**src/core/orps_pkg.sv**
```systemverilog
package orps_pkg;
    localparam int CLK_MHZ = 200;
    localparam int PULSE_US = 100;
    localparam int PULSE_CYC = PULSE_US * CLK_MHZ;
    localparam int SETUP_US = 2;
    localparam int SETUP_CYC = SETUP_US * CLK_MHZ;
    localparam int OEVALID_NS = 150;
    localparam int OEVALID_CYC = (OEVALID_NS * CLK_MHZ + 999) / 1000;
    localparam int MAX_RETRY = 10;
    localparam int ADDR_W = 15;
    localparam int DATA_W = 8;
    // Supply level codes handed to the supply switcher
    localparam logic [1:0] SUP_OFF = 2'h0;
    localparam logic [1:0] SUP_READ = 2'h1;  // 5.0V on both
    localparam logic [1:0] SUP_PROG = 2'h2;  // 6.5V main, 13.0V program

    typedef enum logic [3:0] {
        S_IDLE = 4'h0, S_VCC = 4'h1, S_VPP = 4'h3, S_SETUP = 4'h2,
        S_PULSE = 4'h6, S_HOLD = 4'h7, S_VERIFY = 4'h5, S_NEXT = 4'h4,
        S_DROP = 4'hC, S_CMP = 4'hD, S_DONE = 4'hF, S_ID = 4'hE
    } orps_state_t;

    typedef struct packed {
        logic [ADDR_W-1:0] addr;
        logic ceN;
        logic oeN;
        logic [DATA_W-1:0] dataOut;
        logic dataOe;
        logic idHv;
        logic [1:0] vccLevel;
        logic [1:0] vppLevel;
    } orps_pins_t;
endpackage

```
**src/core/orps_programmer.sv**
```systemverilog
`timescale 1ns/100ps
`default_nettype none
module orps_programmer #(
    parameter int LAST_ADDR = 32767,
    parameter int PULSE_CYC = orps_pkg::PULSE_CYC,
    parameter int SETUP_CYC = orps_pkg::SETUP_CYC
) (
    input wire logic clk,
    input wire logic arst_n,
    input wire logic startProg,
    input wire logic startId,
    output logic [14:0] srcAddr,
    input wire logic [7:0] srcData,
    input wire logic [7:0] byteOutputs,
    output orps_pkg::orps_pins_t pins,
    output logic busy,
    output logic done,
    output logic pass,
    output logic [14:0] failAddr,
    output logic [7:0] makerCode,
    output logic [7:0] typeCode
);
    // Counters are 16 bits; refuse counts that they cannot hold
    if (LAST_ADDR < 0 || LAST_ADDR > 32767 || PULSE_CYC < 1 ||
        PULSE_CYC > 62000 || SETUP_CYC < 1 || SETUP_CYC > 65000) begin : g_bad
        $error("orps_programmer: bad parameter");
    end

    // Three-stage input sampler; change counts when stages two and three agree
    logic [7:0] s1_r, s2_r, s3_r, rd_r, rd_nxt;
    always_ff @(posedge clk or negedge arst_n) begin
        if (!arst_n) begin
            {s1_r, s2_r, s3_r, rd_r} <= 32'h00000000;
        end else begin
            s1_r <= byteOutputs;
            s2_r <= s1_r;
            s3_r <= s2_r;
            rd_r <= rd_nxt;
        end
    end
    always_comb begin
        rd_nxt = (s2_r == s3_r) ? s3_r : rd_r;
    end
    orps_pkg::orps_state_t st_r, st_nxt;
    logic [15:0] cnt_r, cnt_nxt;
    logic [14:0] addr_r, addr_nxt;
    logic [3:0] retry_r, retry_nxt;
    logic [1:0] sup_r, sup_nxt;
    logic vppOn_r, vppOn_nxt, pass_r, pass_nxt, done_r, done_nxt;
    logic compare_r, compare_nxt, idHv_r, idHv_nxt;
    logic [14:0] fail_r, fail_nxt;
    logic [7:0] mk_r, mk_nxt, ty_r, ty_nxt;
    logic cntZero;
    // Read wait covers output valid time plus the three-flop sampler
    localparam logic [15:0 ] RDWAIT = 16'(orps_pkg::OEVALID_CYC + 4);
    assign cntZero = (cnt_r == 16'h0000);
    // Sequencer next state
    always_comb begin
        st_nxt = st_r;
        cnt_nxt = cntZero ? cnt_r : cnt_r - 16'h0001;
        addr_nxt = addr_r;
        retry_nxt = retry_r;
        sup_nxt = sup_r;
        vppOn_nxt = vppOn_r;
        pass_nxt = pass_r;
        done_nxt = done_r;
        compare_nxt = compare_r;
        fail_nxt = fail_r;
        idHv_nxt = idHv_r;
        mk_nxt = mk_r;
        ty_nxt = ty_r;
        unique case (st_r)
            orps_pkg::S_IDLE: begin
                if (startProg) begin
                    st_nxt = orps_pkg::S_VCC;
                    addr_nxt = 15'h0000;
                    sup_nxt = orps_pkg::SUP_PROG;
                    cnt_nxt = 16'(SETUP_CYC);
                    done_nxt = 1'b0;
                    pass_nxt = 1'b0;
                    compare_nxt = 1'b0;
                end else if (startId) begin
                    st_nxt = orps_pkg::S_ID;
                    sup_nxt = orps_pkg::SUP_READ;
                    idHv_nxt = 1'b1;
                    addr_nxt = 15'h0000;
                    cnt_nxt = 16'(SETUP_CYC) + RDWAIT;
                end
            end
            orps_pkg::S_VCC: if (cntZero) begin
                vppOn_nxt = 1'b1;
                st_nxt = orps_pkg::S_VPP;
                cnt_nxt = 16'(SETUP_CYC);
            end
            orps_pkg::S_VPP: if (cntZero) begin
                st_nxt = orps_pkg::S_SETUP;
                retry_nxt = 4'h0;
                cnt_nxt = 16'(SETUP_CYC);
            end
            orps_pkg::S_SETUP: if (cntZero) begin
                st_nxt = orps_pkg::S_PULSE;
                cnt_nxt = 16'(PULSE_CYC - 1);
            end
            orps_pkg::S_PULSE: if (cntZero) begin
                st_nxt = orps_pkg::S_HOLD;
                cnt_nxt = 16'(SETUP_CYC);
            end
            orps_pkg::S_HOLD: if (cntZero) begin
                st_nxt = orps_pkg::S_VERIFY;
                cnt_nxt = 16'(SETUP_CYC) + RDWAIT;
            end
            orps_pkg::S_VERIFY: if (cntZero) begin
                if (rd_r == srcData) begin
                    st_nxt = orps_pkg::S_NEXT;
                end else if (retry_r == 4'(orps_pkg::MAX_RETRY)) begin
                    st_nxt = orps_pkg::S_DROP;
                    fail_nxt = addr_r;
                end else begin
                    retry_nxt = retry_r + 4'h1;
                    st_nxt = orps_pkg::S_SETUP;
                    cnt_nxt = 16'(SETUP_CYC);
                end
            end
            orps_pkg::S_NEXT: begin
                retry_nxt = 4'h0;
                cnt_nxt = compare_r ? RDWAIT : 16'(SETUP_CYC);
                if (addr_r == 15'(LAST_ADDR)) begin
                    st_nxt = orps_pkg::S_DROP;
                    pass_nxt = 1'b1;
                end else begin
                    addr_nxt = addr_r + 15'h0001;
                    st_nxt = compare_r ? orps_pkg::S_CMP
                                       : orps_pkg::S_SETUP;
                end
            end
            orps_pkg::S_DROP: begin
                if (!pass_r || compare_r) begin
                    // Program flag first; both pin supply levels go off together one cycle later
                    vppOn_nxt = 1'b0;
                    sup_nxt = vppOn_r ? sup_r : orps_pkg::SUP_OFF;
                    if (!vppOn_r) begin
                        st_nxt = orps_pkg::S_DONE;
                        done_nxt = 1'b1;
                    end
                end else if (cntZero) begin
                    sup_nxt = orps_pkg::SUP_READ;
                    vppOn_nxt = 1'b0;
                    compare_nxt = 1'b1;
                    pass_nxt = 1'b0;
                    addr_nxt = 15'h0000;
                    st_nxt = orps_pkg::S_CMP;
                    cnt_nxt = 16'(SETUP_CYC) + RDWAIT;
                end
            end
            orps_pkg::S_CMP: if (cntZero) begin
                if (rd_r != srcData) begin
                    fail_nxt = addr_r;
                    st_nxt = orps_pkg::S_DROP;
                end else if (addr_r == 15'(LAST_ADDR)) begin
                    pass_nxt = 1'b1;
                    st_nxt = orps_pkg::S_DROP;
                end else begin
                    st_nxt = orps_pkg::S_NEXT;
                end
            end
            orps_pkg::S_DONE: if (!startProg && !startId) begin
                st_nxt = orps_pkg::S_IDLE;
            end
            orps_pkg::S_ID: if (cntZero) begin
                // Select line low then high reads both codes
                if (addr_r[0] == 1'b0) begin
                    mk_nxt = rd_r;
                    addr_nxt = 15'h0001;
                    cnt_nxt = RDWAIT;
                end else begin
                    ty_nxt = rd_r;
                    idHv_nxt = 1'b0;
                    sup_nxt = orps_pkg::SUP_OFF;
                    st_nxt = orps_pkg::S_DONE;
                    done_nxt = 1'b1;
                end
            end
            default: st_nxt = orps_pkg::S_IDLE;
        endcase
    end

    // State registers
    always_ff @(posedge clk or negedge arst_n) begin
        if (!arst_n) begin
            st_r <= orps_pkg::S_IDLE;
            cnt_r <= 16'h0000;
            addr_r <= 15'h0000;
            retry_r <= 4'h0;
            sup_r <= orps_pkg::SUP_OFF;
            {vppOn_r, pass_r, done_r, compare_r, idHv_r} <= 5'h00;
            fail_r <= 15'h0000;
            {mk_r, ty_r} <= 16'h0000;
        end else begin
            st_r <= st_nxt;
            cnt_r <= cnt_nxt;
            addr_r <= addr_nxt;
            retry_r <= retry_nxt;
            sup_r <= sup_nxt;
            vppOn_r <= vppOn_nxt;
            pass_r <= pass_nxt;
            done_r <= done_nxt;
            compare_r <= compare_nxt;
            fail_r <= fail_nxt;
            idHv_r <= idHv_nxt;
            mk_r <= mk_nxt;
            ty_r <= ty_nxt;
        end
    end
    logic reading;
    assign reading = (st_r == orps_pkg::S_VERIFY) || (st_r == orps_pkg::S_CMP)
                     || (st_r == orps_pkg::S_ID);
    // Pin drive; data released whenever output enable is on
    always_comb begin
        pins.addr = addr_r;
        pins.ceN = !(st_r == orps_pkg::S_PULSE || reading);
        pins.oeN = !reading;
        pins.dataOut = srcData;
        pins.dataOe = (st_r == orps_pkg::S_SETUP) || (st_r == orps_pkg::S_PULSE)
                      || (st_r == orps_pkg::S_HOLD);
        pins.idHv = idHv_r;
        pins.vccLevel = sup_r;
        pins.vppLevel = vppOn_r ? orps_pkg::SUP_PROG : sup_r;
    end
    assign srcAddr = addr_r;
    assign busy = (st_r != orps_pkg::S_IDLE) && (st_r != orps_pkg::S_DONE);
    assign done = done_r;
    assign pass = pass_r;
    assign failAddr = fail_r;
    assign makerCode = mk_r;
    assign typeCode = ty_r;
    // Pulse width counted in cycles
    logic [15:0] pw_r;
    always_ff @(posedge clk or negedge arst_n) begin
        if (!arst_n) begin
            pw_r <= 16'h0000;
        end else begin
            pw_r <= pins.ceN ? 16'h0000 : pw_r + 16'h0001;
        end
    end
endmodule // orps_programmer
`default_nettype wire

```
**config.mk**
```make
export PLATFORM = sky130hd
export DESIGN_NAME = orps_programmer
export DESIGN_NICKNAME = d
export VERILOG_FILES = /design/src/core/orps_pkg.sv /design/src/core/orps_programmer.sv
export SDC_FILE = /design/constraint.sdc
export NUM_CORES = 1
export LEC_CHECK = 0
export BUFFER_PORTS_ARGS = -buffer_cell sky130_fd_sc_hd__buf_4
export CAP_MARGIN = 10
export CORE_MARGIN = 3
export CORE_UTILIZATION = 45
export DETAILED_ROUTE_END_ITERATION = 8
export GPL_TIMING_DRIVEN = 0
export HOLD_SLACK_MARGIN = 0.02
export PLACE_DENSITY = 0.66
export REMOVE_ABC_BUFFERS = 1
export SLEW_MARGIN = 15
export SYNTH_ARGS = -nofsm -noshare
export SYNTH_HDL_FRONTEND = slang
export SYNTH_SLANG_ARGS = --single-unit
```
**constraint.sdc**
```tcl
create_clock -name clk -period 3.2 [get_ports clk]
set_input_delay 0.64 -clock clk [delete_from_list [all_inputs] [get_ports clk]]
set_output_delay 0.64 -clock clk [all_outputs]
set_load 0.005 [all_outputs]
```
Word-level counts from Yosys, hierarchy flattened
Index checks and enable logic that the tools add are counted.
{"block": "op_classes", "bitwise": 1, "n_reduce_logical": 38, "add_sub_neg": 3, "mux": 86, "eq_ne": 44}
{"op": "$mux 16", "n": 12}
{"op": "$mux 15", "n": 12}
{"op": "$pmux 16 s8", "n": 1}
{"op": "$mux 4", "n": 25}
{"op": "$pmux 15 s4", "n": 1}
{"op": "$ne 2x2->1 const B", "n": 24}
{"op": "$pmux 4 s12", "n": 1}
{"op": "$pmux 15 s2", "n": 1}
{"op": "$reduce_and 6->1", "n": 5}
{"op": "$eq 4x4->1 const B", "n": 5}
{"op": "$mux 1", "n": 17}
{"op": "$eq 4x3->1 const B", "n": 4}
{"op": "$eq 8x8->1", "n": 2}
{"op": "$logic_not 16->1", "n": 1}
{"op": "$mux 2", "n": 8}
{"op": "$sub 16x1->16 const B", "n": 1}
{"op": "$add 15x1->15 const B", "n": 1}
{"op": "$eq 15x15->1 const B", "n": 1}
{"op": "$reduce_and 13->1", "n": 1}
{"op": "$pmux 4 s3", "n": 1}
{"op": "$reduce_bool 4->1", "n": 3}
{"op": "$reduce_and 5->1", "n": 2}
{"op": "$mux 9", "n": 1}
{"op": "$ne 3x3->1 const B", "n": 3}
{"op": "other kinds (20)", "n": 39}
{"block": "word_totals", "in_bits": 20, "wordCells": 190, "ff_bits": 109, "output_inout_bits": 80}

Depth between registers and ports, before layout
{"block": "depth", "ltp_word": 6, "ltp_mapped": 11, "mapped_depth_nobuf": 10}

Least setup slack after synthesis
OpenSTA, ideal clock, no wires.
{"block": "synth_path", "kind": "flip-flop to flip-flop", "from": "register cnt_r[11]", "to": "register fail_r[10], in the netlist failAddr[10]", "stages_incl_launch_ff": 8, "setup_ns": 0.125, "required_ns": 3.075, "path_slack_ns": 0.697, "n_path_buf": 3, "synth_period_minus_slack_ns": 2.503, "arrival_time_ns": 2.378, "cell_sequence": "dfrtp_1 or4_1 clkbuf_2 or4_4 or2_1 buf_6 buf_8 mux2_4"}
{"block": "synth_between", "elab_chain_len": 3, "word_cells_on_any_way": 4, "classes_between": "2 x eq/ne; 2 x reduce/logical"}
{"element": "start: declaration", "line": "orps_programmer.sv:45", "rtl": "logic [15:0] cnt_r, cnt_nxt;"}
{"element": "start signal: assignment", "line": "orps_programmer.sv:200", "rtl": "cnt_r <= cnt_nxt;"}
{"element": "$logic_not 16->1 *", "line": "orps_programmer.sv:56", "rtl": "assign cntZero = (cnt_r == 16'h0000);"}
{"element": "$ne 2x2->1 (no line)"}
{"element": "$reduce_and 6->1 (no line) *"}
{"element": "end signal: assignment", "line": "orps_programmer.sv:208", "rtl": "fail_r <= fail_nxt;"}
{"element": "end: declaration", "line": "orps_programmer.sv:51", "rtl": "logic [14:0] fail_r, fail_nxt;"}
Every way passes the cells marked *; elsewhere a longest branch is shown, timed or not.
A chain may end at the register's enable or synchronous reset.

Worst setup path after layout
{"block": "layout_path", "from": "register cnt_r[0]", "to": "register ty_r[0], in the netlist typeCode[0]"}
{"block": "layout_between", "elab_chain_len": 2}
{"element": "$logic_not 16->1", "line": "orps_programmer.sv:56"}
{"element": "$reduce_and 3->1 (no line)"}
{"element": "end signal: assignment", "line": "orps_programmer.sv:211", "rtl": "ty_r <= ty_nxt;"}
{"element": "end: declaration", "line": "orps_programmer.sv:52", "rtl": "logic [7:0] mk_r, mk_nxt, ty_r, ty_nxt;"}
Every way passes these cells.

==> metrics.md <==
| Metric | Value |
|---|---|
| Post-Synth Simple-Gate Area | `16.1%` |
| # IOs | `100` |
| Cells after Synth | `564` |
| Core Area | `12700 sq um` |
| Worst setup path class | `register to register` |
| Status | `complete, no violations` |
| Hold WC Path Type | `register to register` |
| Vias per inst | `5.96` |
| Worst Hold Endpoint | `s2_r[4]$_DFF_PN0_` |
| Total track usage | `21.4%` |
| Mapped cell area | `5840 sq um` |
| Worst skew pair latency | `360 ps` |
| Initial Util | `46.1%` |
| WHS Path Cells | `0` |
| Fmax | `326 MHz` |
| Root Driver | `clkbuf_16` |
| Vias | `4764` |
| Reg-to-reg endpoint | `typeCode[0]$_DFFE_PN0P_` |
| Initial DRT Pass Iterations | `5` |
| CTS tree | `yes` |
| CTS H-tree depth | `3` |
| Drc violations | `0` |
| Clock transition at path regs | `70 ps` |
| Post-route cell area | `6830 sq um` |
| Final TNS setup | `0 ps` |
| Die area | `14400 sq um` |
| Arrival time worst endpoint | `3310 ps` |
| Synthesized flop and latch total | `109` |
| Share of cells above drive strength 1 | `29.8%` |
| TritonCTS Sinks | `109` |
| Startpoint Class | `register` |
| VDD IR max | `345 uV` |
| Fin worst setup slack | `133 ps` |
| Synth Area in Compound Gates | `16.8%` |
| Count of input and output buffers | `99` |
| Final Hold Fails | `0` |
| Largest family of logic cells by synthesized area | `compound AO/OA/AOI/OAI gates` |
| Register area share after synthesis | `46.7%` |
| Ys Warns | `0` |
| Wire per inst | `18.8 um` |
| Leakage | `3.03 nW` |
| Fillers | `1156` |
| Crit path from | `cnt_r[0]$_DFF_PN0_` |
| Fin crit share | `95.9%` |
| GP Congestion | `0.916` |
| Wire length on met1 | `6.58 mm` |
| Synth Area in XOR/XNOR | `3.75%` |
| Max_cap viols | `0` |
| Total wire length | `15.0 mm` |
| Die Y | `120 um` |
| Critical Path Sink Type | `register` |
| Met2 wire length | `6.98 mm` |
| Number of global-route vias before repair | `4691` |
| Maximum clock insertion buffer count | `2` |
| Grt ovf | `0` |
| Min-delay src | `s1_r[4]$_DFF_PN0_` |
| Flop2flop setup slack | `130 ps` |
| Placed instance area | `6520 sq um` |
| CP required | `3440 ps` |
| Largest net degree at the start of global routing | `110` |
| Worst r2r path cells | `7` |
| Antenna diodes | `0` |
| Largest fanout on the critical path | `10` |
| DR WL met3 | `1.19 mm` |
| Synth cell types | `76` |
| Chip Width | `120 um` |
| Power per cell area | `381 nW/um^2` |
| Top_reg_cell synth | `dfrtp_1` |
| Initial drt markers | `468` |
| Slew margin rel. | `32.5%` |
| Area grow syn2layout | `16.9%` |
| Cts hold-fix bufs | `0` |
| EDFF count, synth | `0` |
| Detailed placer's ending HPWL | `10.3 mm` |
| Setup Skew | `9.29 ps` |
| Top sig layer | `met4` |
| Global-route wire length before repair | `24.7 mm` |
| Slew Limit Fails | `0` |
| RR Startpoint | `cnt_r[0]$_DFF_PN0_` |
| Synthesized area per cell | `10.4 sq um` |
| ANT nets after route | `0` |
| TritonCTS buffer count | `9` |
| Pre-CTS setup slack | `32.5 ps` |
| Multiplexer share of the synthesized area | `8.71%` |
| Finish-stage setup viols | `0` |
| Synth Area in Adders | `1.50%` |
| Ys async rst share | `100%` |
| Tmin final | `3070 ps` |
| Worst slew pin tran | `1010 ps` |
| Final core occ | `53.9%` |
| Initial antenna violation count | `0` |
| Cell row count | `41` |
| Post-layout nets | `651` |
==> worst max-delay path by stage <==
stage | endpoint | slack, ps | cells past startpoint
after floorplan | retry_r[1]$_DFFE_PN0P_ | -540 | 5
after global placement | srcAddr[13]$_DFFE_PN0P_ | -2310 | 7
after detailed placement | srcAddr[13]$_DFFE_PN0P_ | 30 | 8
after CTS | srcAddr[2]$_DFFE_PN0P_ | 20 | 8
after global routing | typeCode[7]$_DFFE_PN0P_ | -20 | 7
final | typeCode[0]$_DFFE_PN0P_ | 130 | 7
==> final cells by class <==
type | instances | area [sq um] | share of cell area (%)
multi-input cells | 386 | 2780 | 40.6
flip-flops and latches | 109 | 2730 | 40.0
repair buffers | 104 | 786 | 11.5
clock buffers | 10 | 229 | 3.35
well taps | 172 | 215 | 3.15
inverters | 14 | 52.6 | 0.769
clock inverters | 5 | 43.8 | 0.641
==> power by group <==
part | leakage [nW] | switching (mW) | internal, mW
clock | 0.127 | 0.522 | 0.534
sequential | 1.30 | 0.0301 | 1.41
combinational | 1.60 | 0.0546 | 0.0543
total | 3.03 | 0.607 | 2.00
==> flip-flops by register name, indices dropped and copies added (netlist names) <==
name / count
pass: 1
s3_r: 8
failAddr: 15
typeCode: 8
done: 1
rd_r: 8
retry_r: 4
srcAddr: 15
sup_r: 2
st_r: 4
makerCode: 8
compare_r: 1
s1_r: 8
cnt_r: 16
idHv_r: 1
s2_r: 8
vppOn_r: 1
==> kinds of logic after synthesis <==
family,count (synthesis)
AO/OA/AOI/OAI,141
XOR/XNOR,25
adder cells (fa/ha/maj),7
buffers and inverters,69
flip-flops,109
multiplexers,42
AND/OR/NAND/NOR,171
==> placed cells by master, fill, tap and decap left out, types with 4 or more instances in the layout <==
| master | n |
|---|---|
| dfrtp_1 | 106 |
| buf_4 | 101 |
| nand2_1 | 32 |
| nor2_1 | 31 |
| mux2_2 | 31 |
| o21ai_0 | 28 |
| a21oi_1 | 26 |
| xnor2_1 | 18 |
| nor3_1 | 13 |
| inv_1 | 13 |
| nand3_1 | 13 |
| nand4_1 | 11 |
| mux2_4 | 10 |
| o211ai_1 | 9 |
| clkbuf_16 | 9 |
| nand2b_1 | 8 |
| or4_1 | 7 |
| nor4_1 | 7 |
| xor2_1 | 7 |
| a31oi_1 | 7 |
| ha_1 | 7 |
| nor2b_1 | 6 |
| and3_1 | 6 |
| nand3b_1 | 6 |
| a221oi_1 | 6 |
| a22oi_1 | 6 |
| or3_1 | 5 |
| o21a_1 | 5 |
| a211oi_1 | 4 |
| o31ai_1 | 4 |
| a31o_2 | 4 |
| a41oi_1 | 4 |
==> layer usage <==
metal | track usage, % | up-vias
li1 | - | 2200
met1 | 29.9 | 2333
met2 | 32.9 | 209
met3 | 6.17 | 22
met4 | 5.73 | 0
met5 | 0 | -
==> synthesized netlist by cell type, drive strengths merged (9+ instances only) <==
library cell | number | area share (%)
o21ai | 29 | 2.5
nor3 | 14 | 1.2
xnor2 | 18 | 2.7
o211ai | 9 | 1.2
nor2 | 32 | 2.1
dfrtp | 109 | 47
a21oi | 28 | 2.5
inv | 14 | 0.90
nand2 | 32 | 2.1
mux2 | 41 | 8.5
clkbuf | 21 | 1.4
nand3 | 13 | 1.1
buf | 34 | 4.2
nand4 | 11 | 1.2
==> metrics by stage <==
step | std cells | hold slack [ps] | power (mW)
after floorplan | 509 | 331 | 1.50
after global placement | 780 | 332 | 1.57
after detailed placement | 783 | 336 | 1.58
after CTS | 798 | 353 | 2.64
after global routing | 800 | 356 | 2.70
final | 800 | 351 | 2.60
==> critical path, stage by stage (launching register included) <==
cell and delay, ps:
dfrtp_1 450, inv_1 180, ha_1 200, or3b_2 500
nor4_4 320, buf_4 250, and3_1 640, mux2_2 410
==> timing repair <==
| action | in CTS | in global routing |
|---|---|---|
| gates resized for setup | 0 | 8 |
| setup buffers | 0 | 2 |
| setup endpoints to repair | 1 | 42 |
| pin swaps | 1 | 2 |
Note: power is estimated with default switching activity, not from simulation.
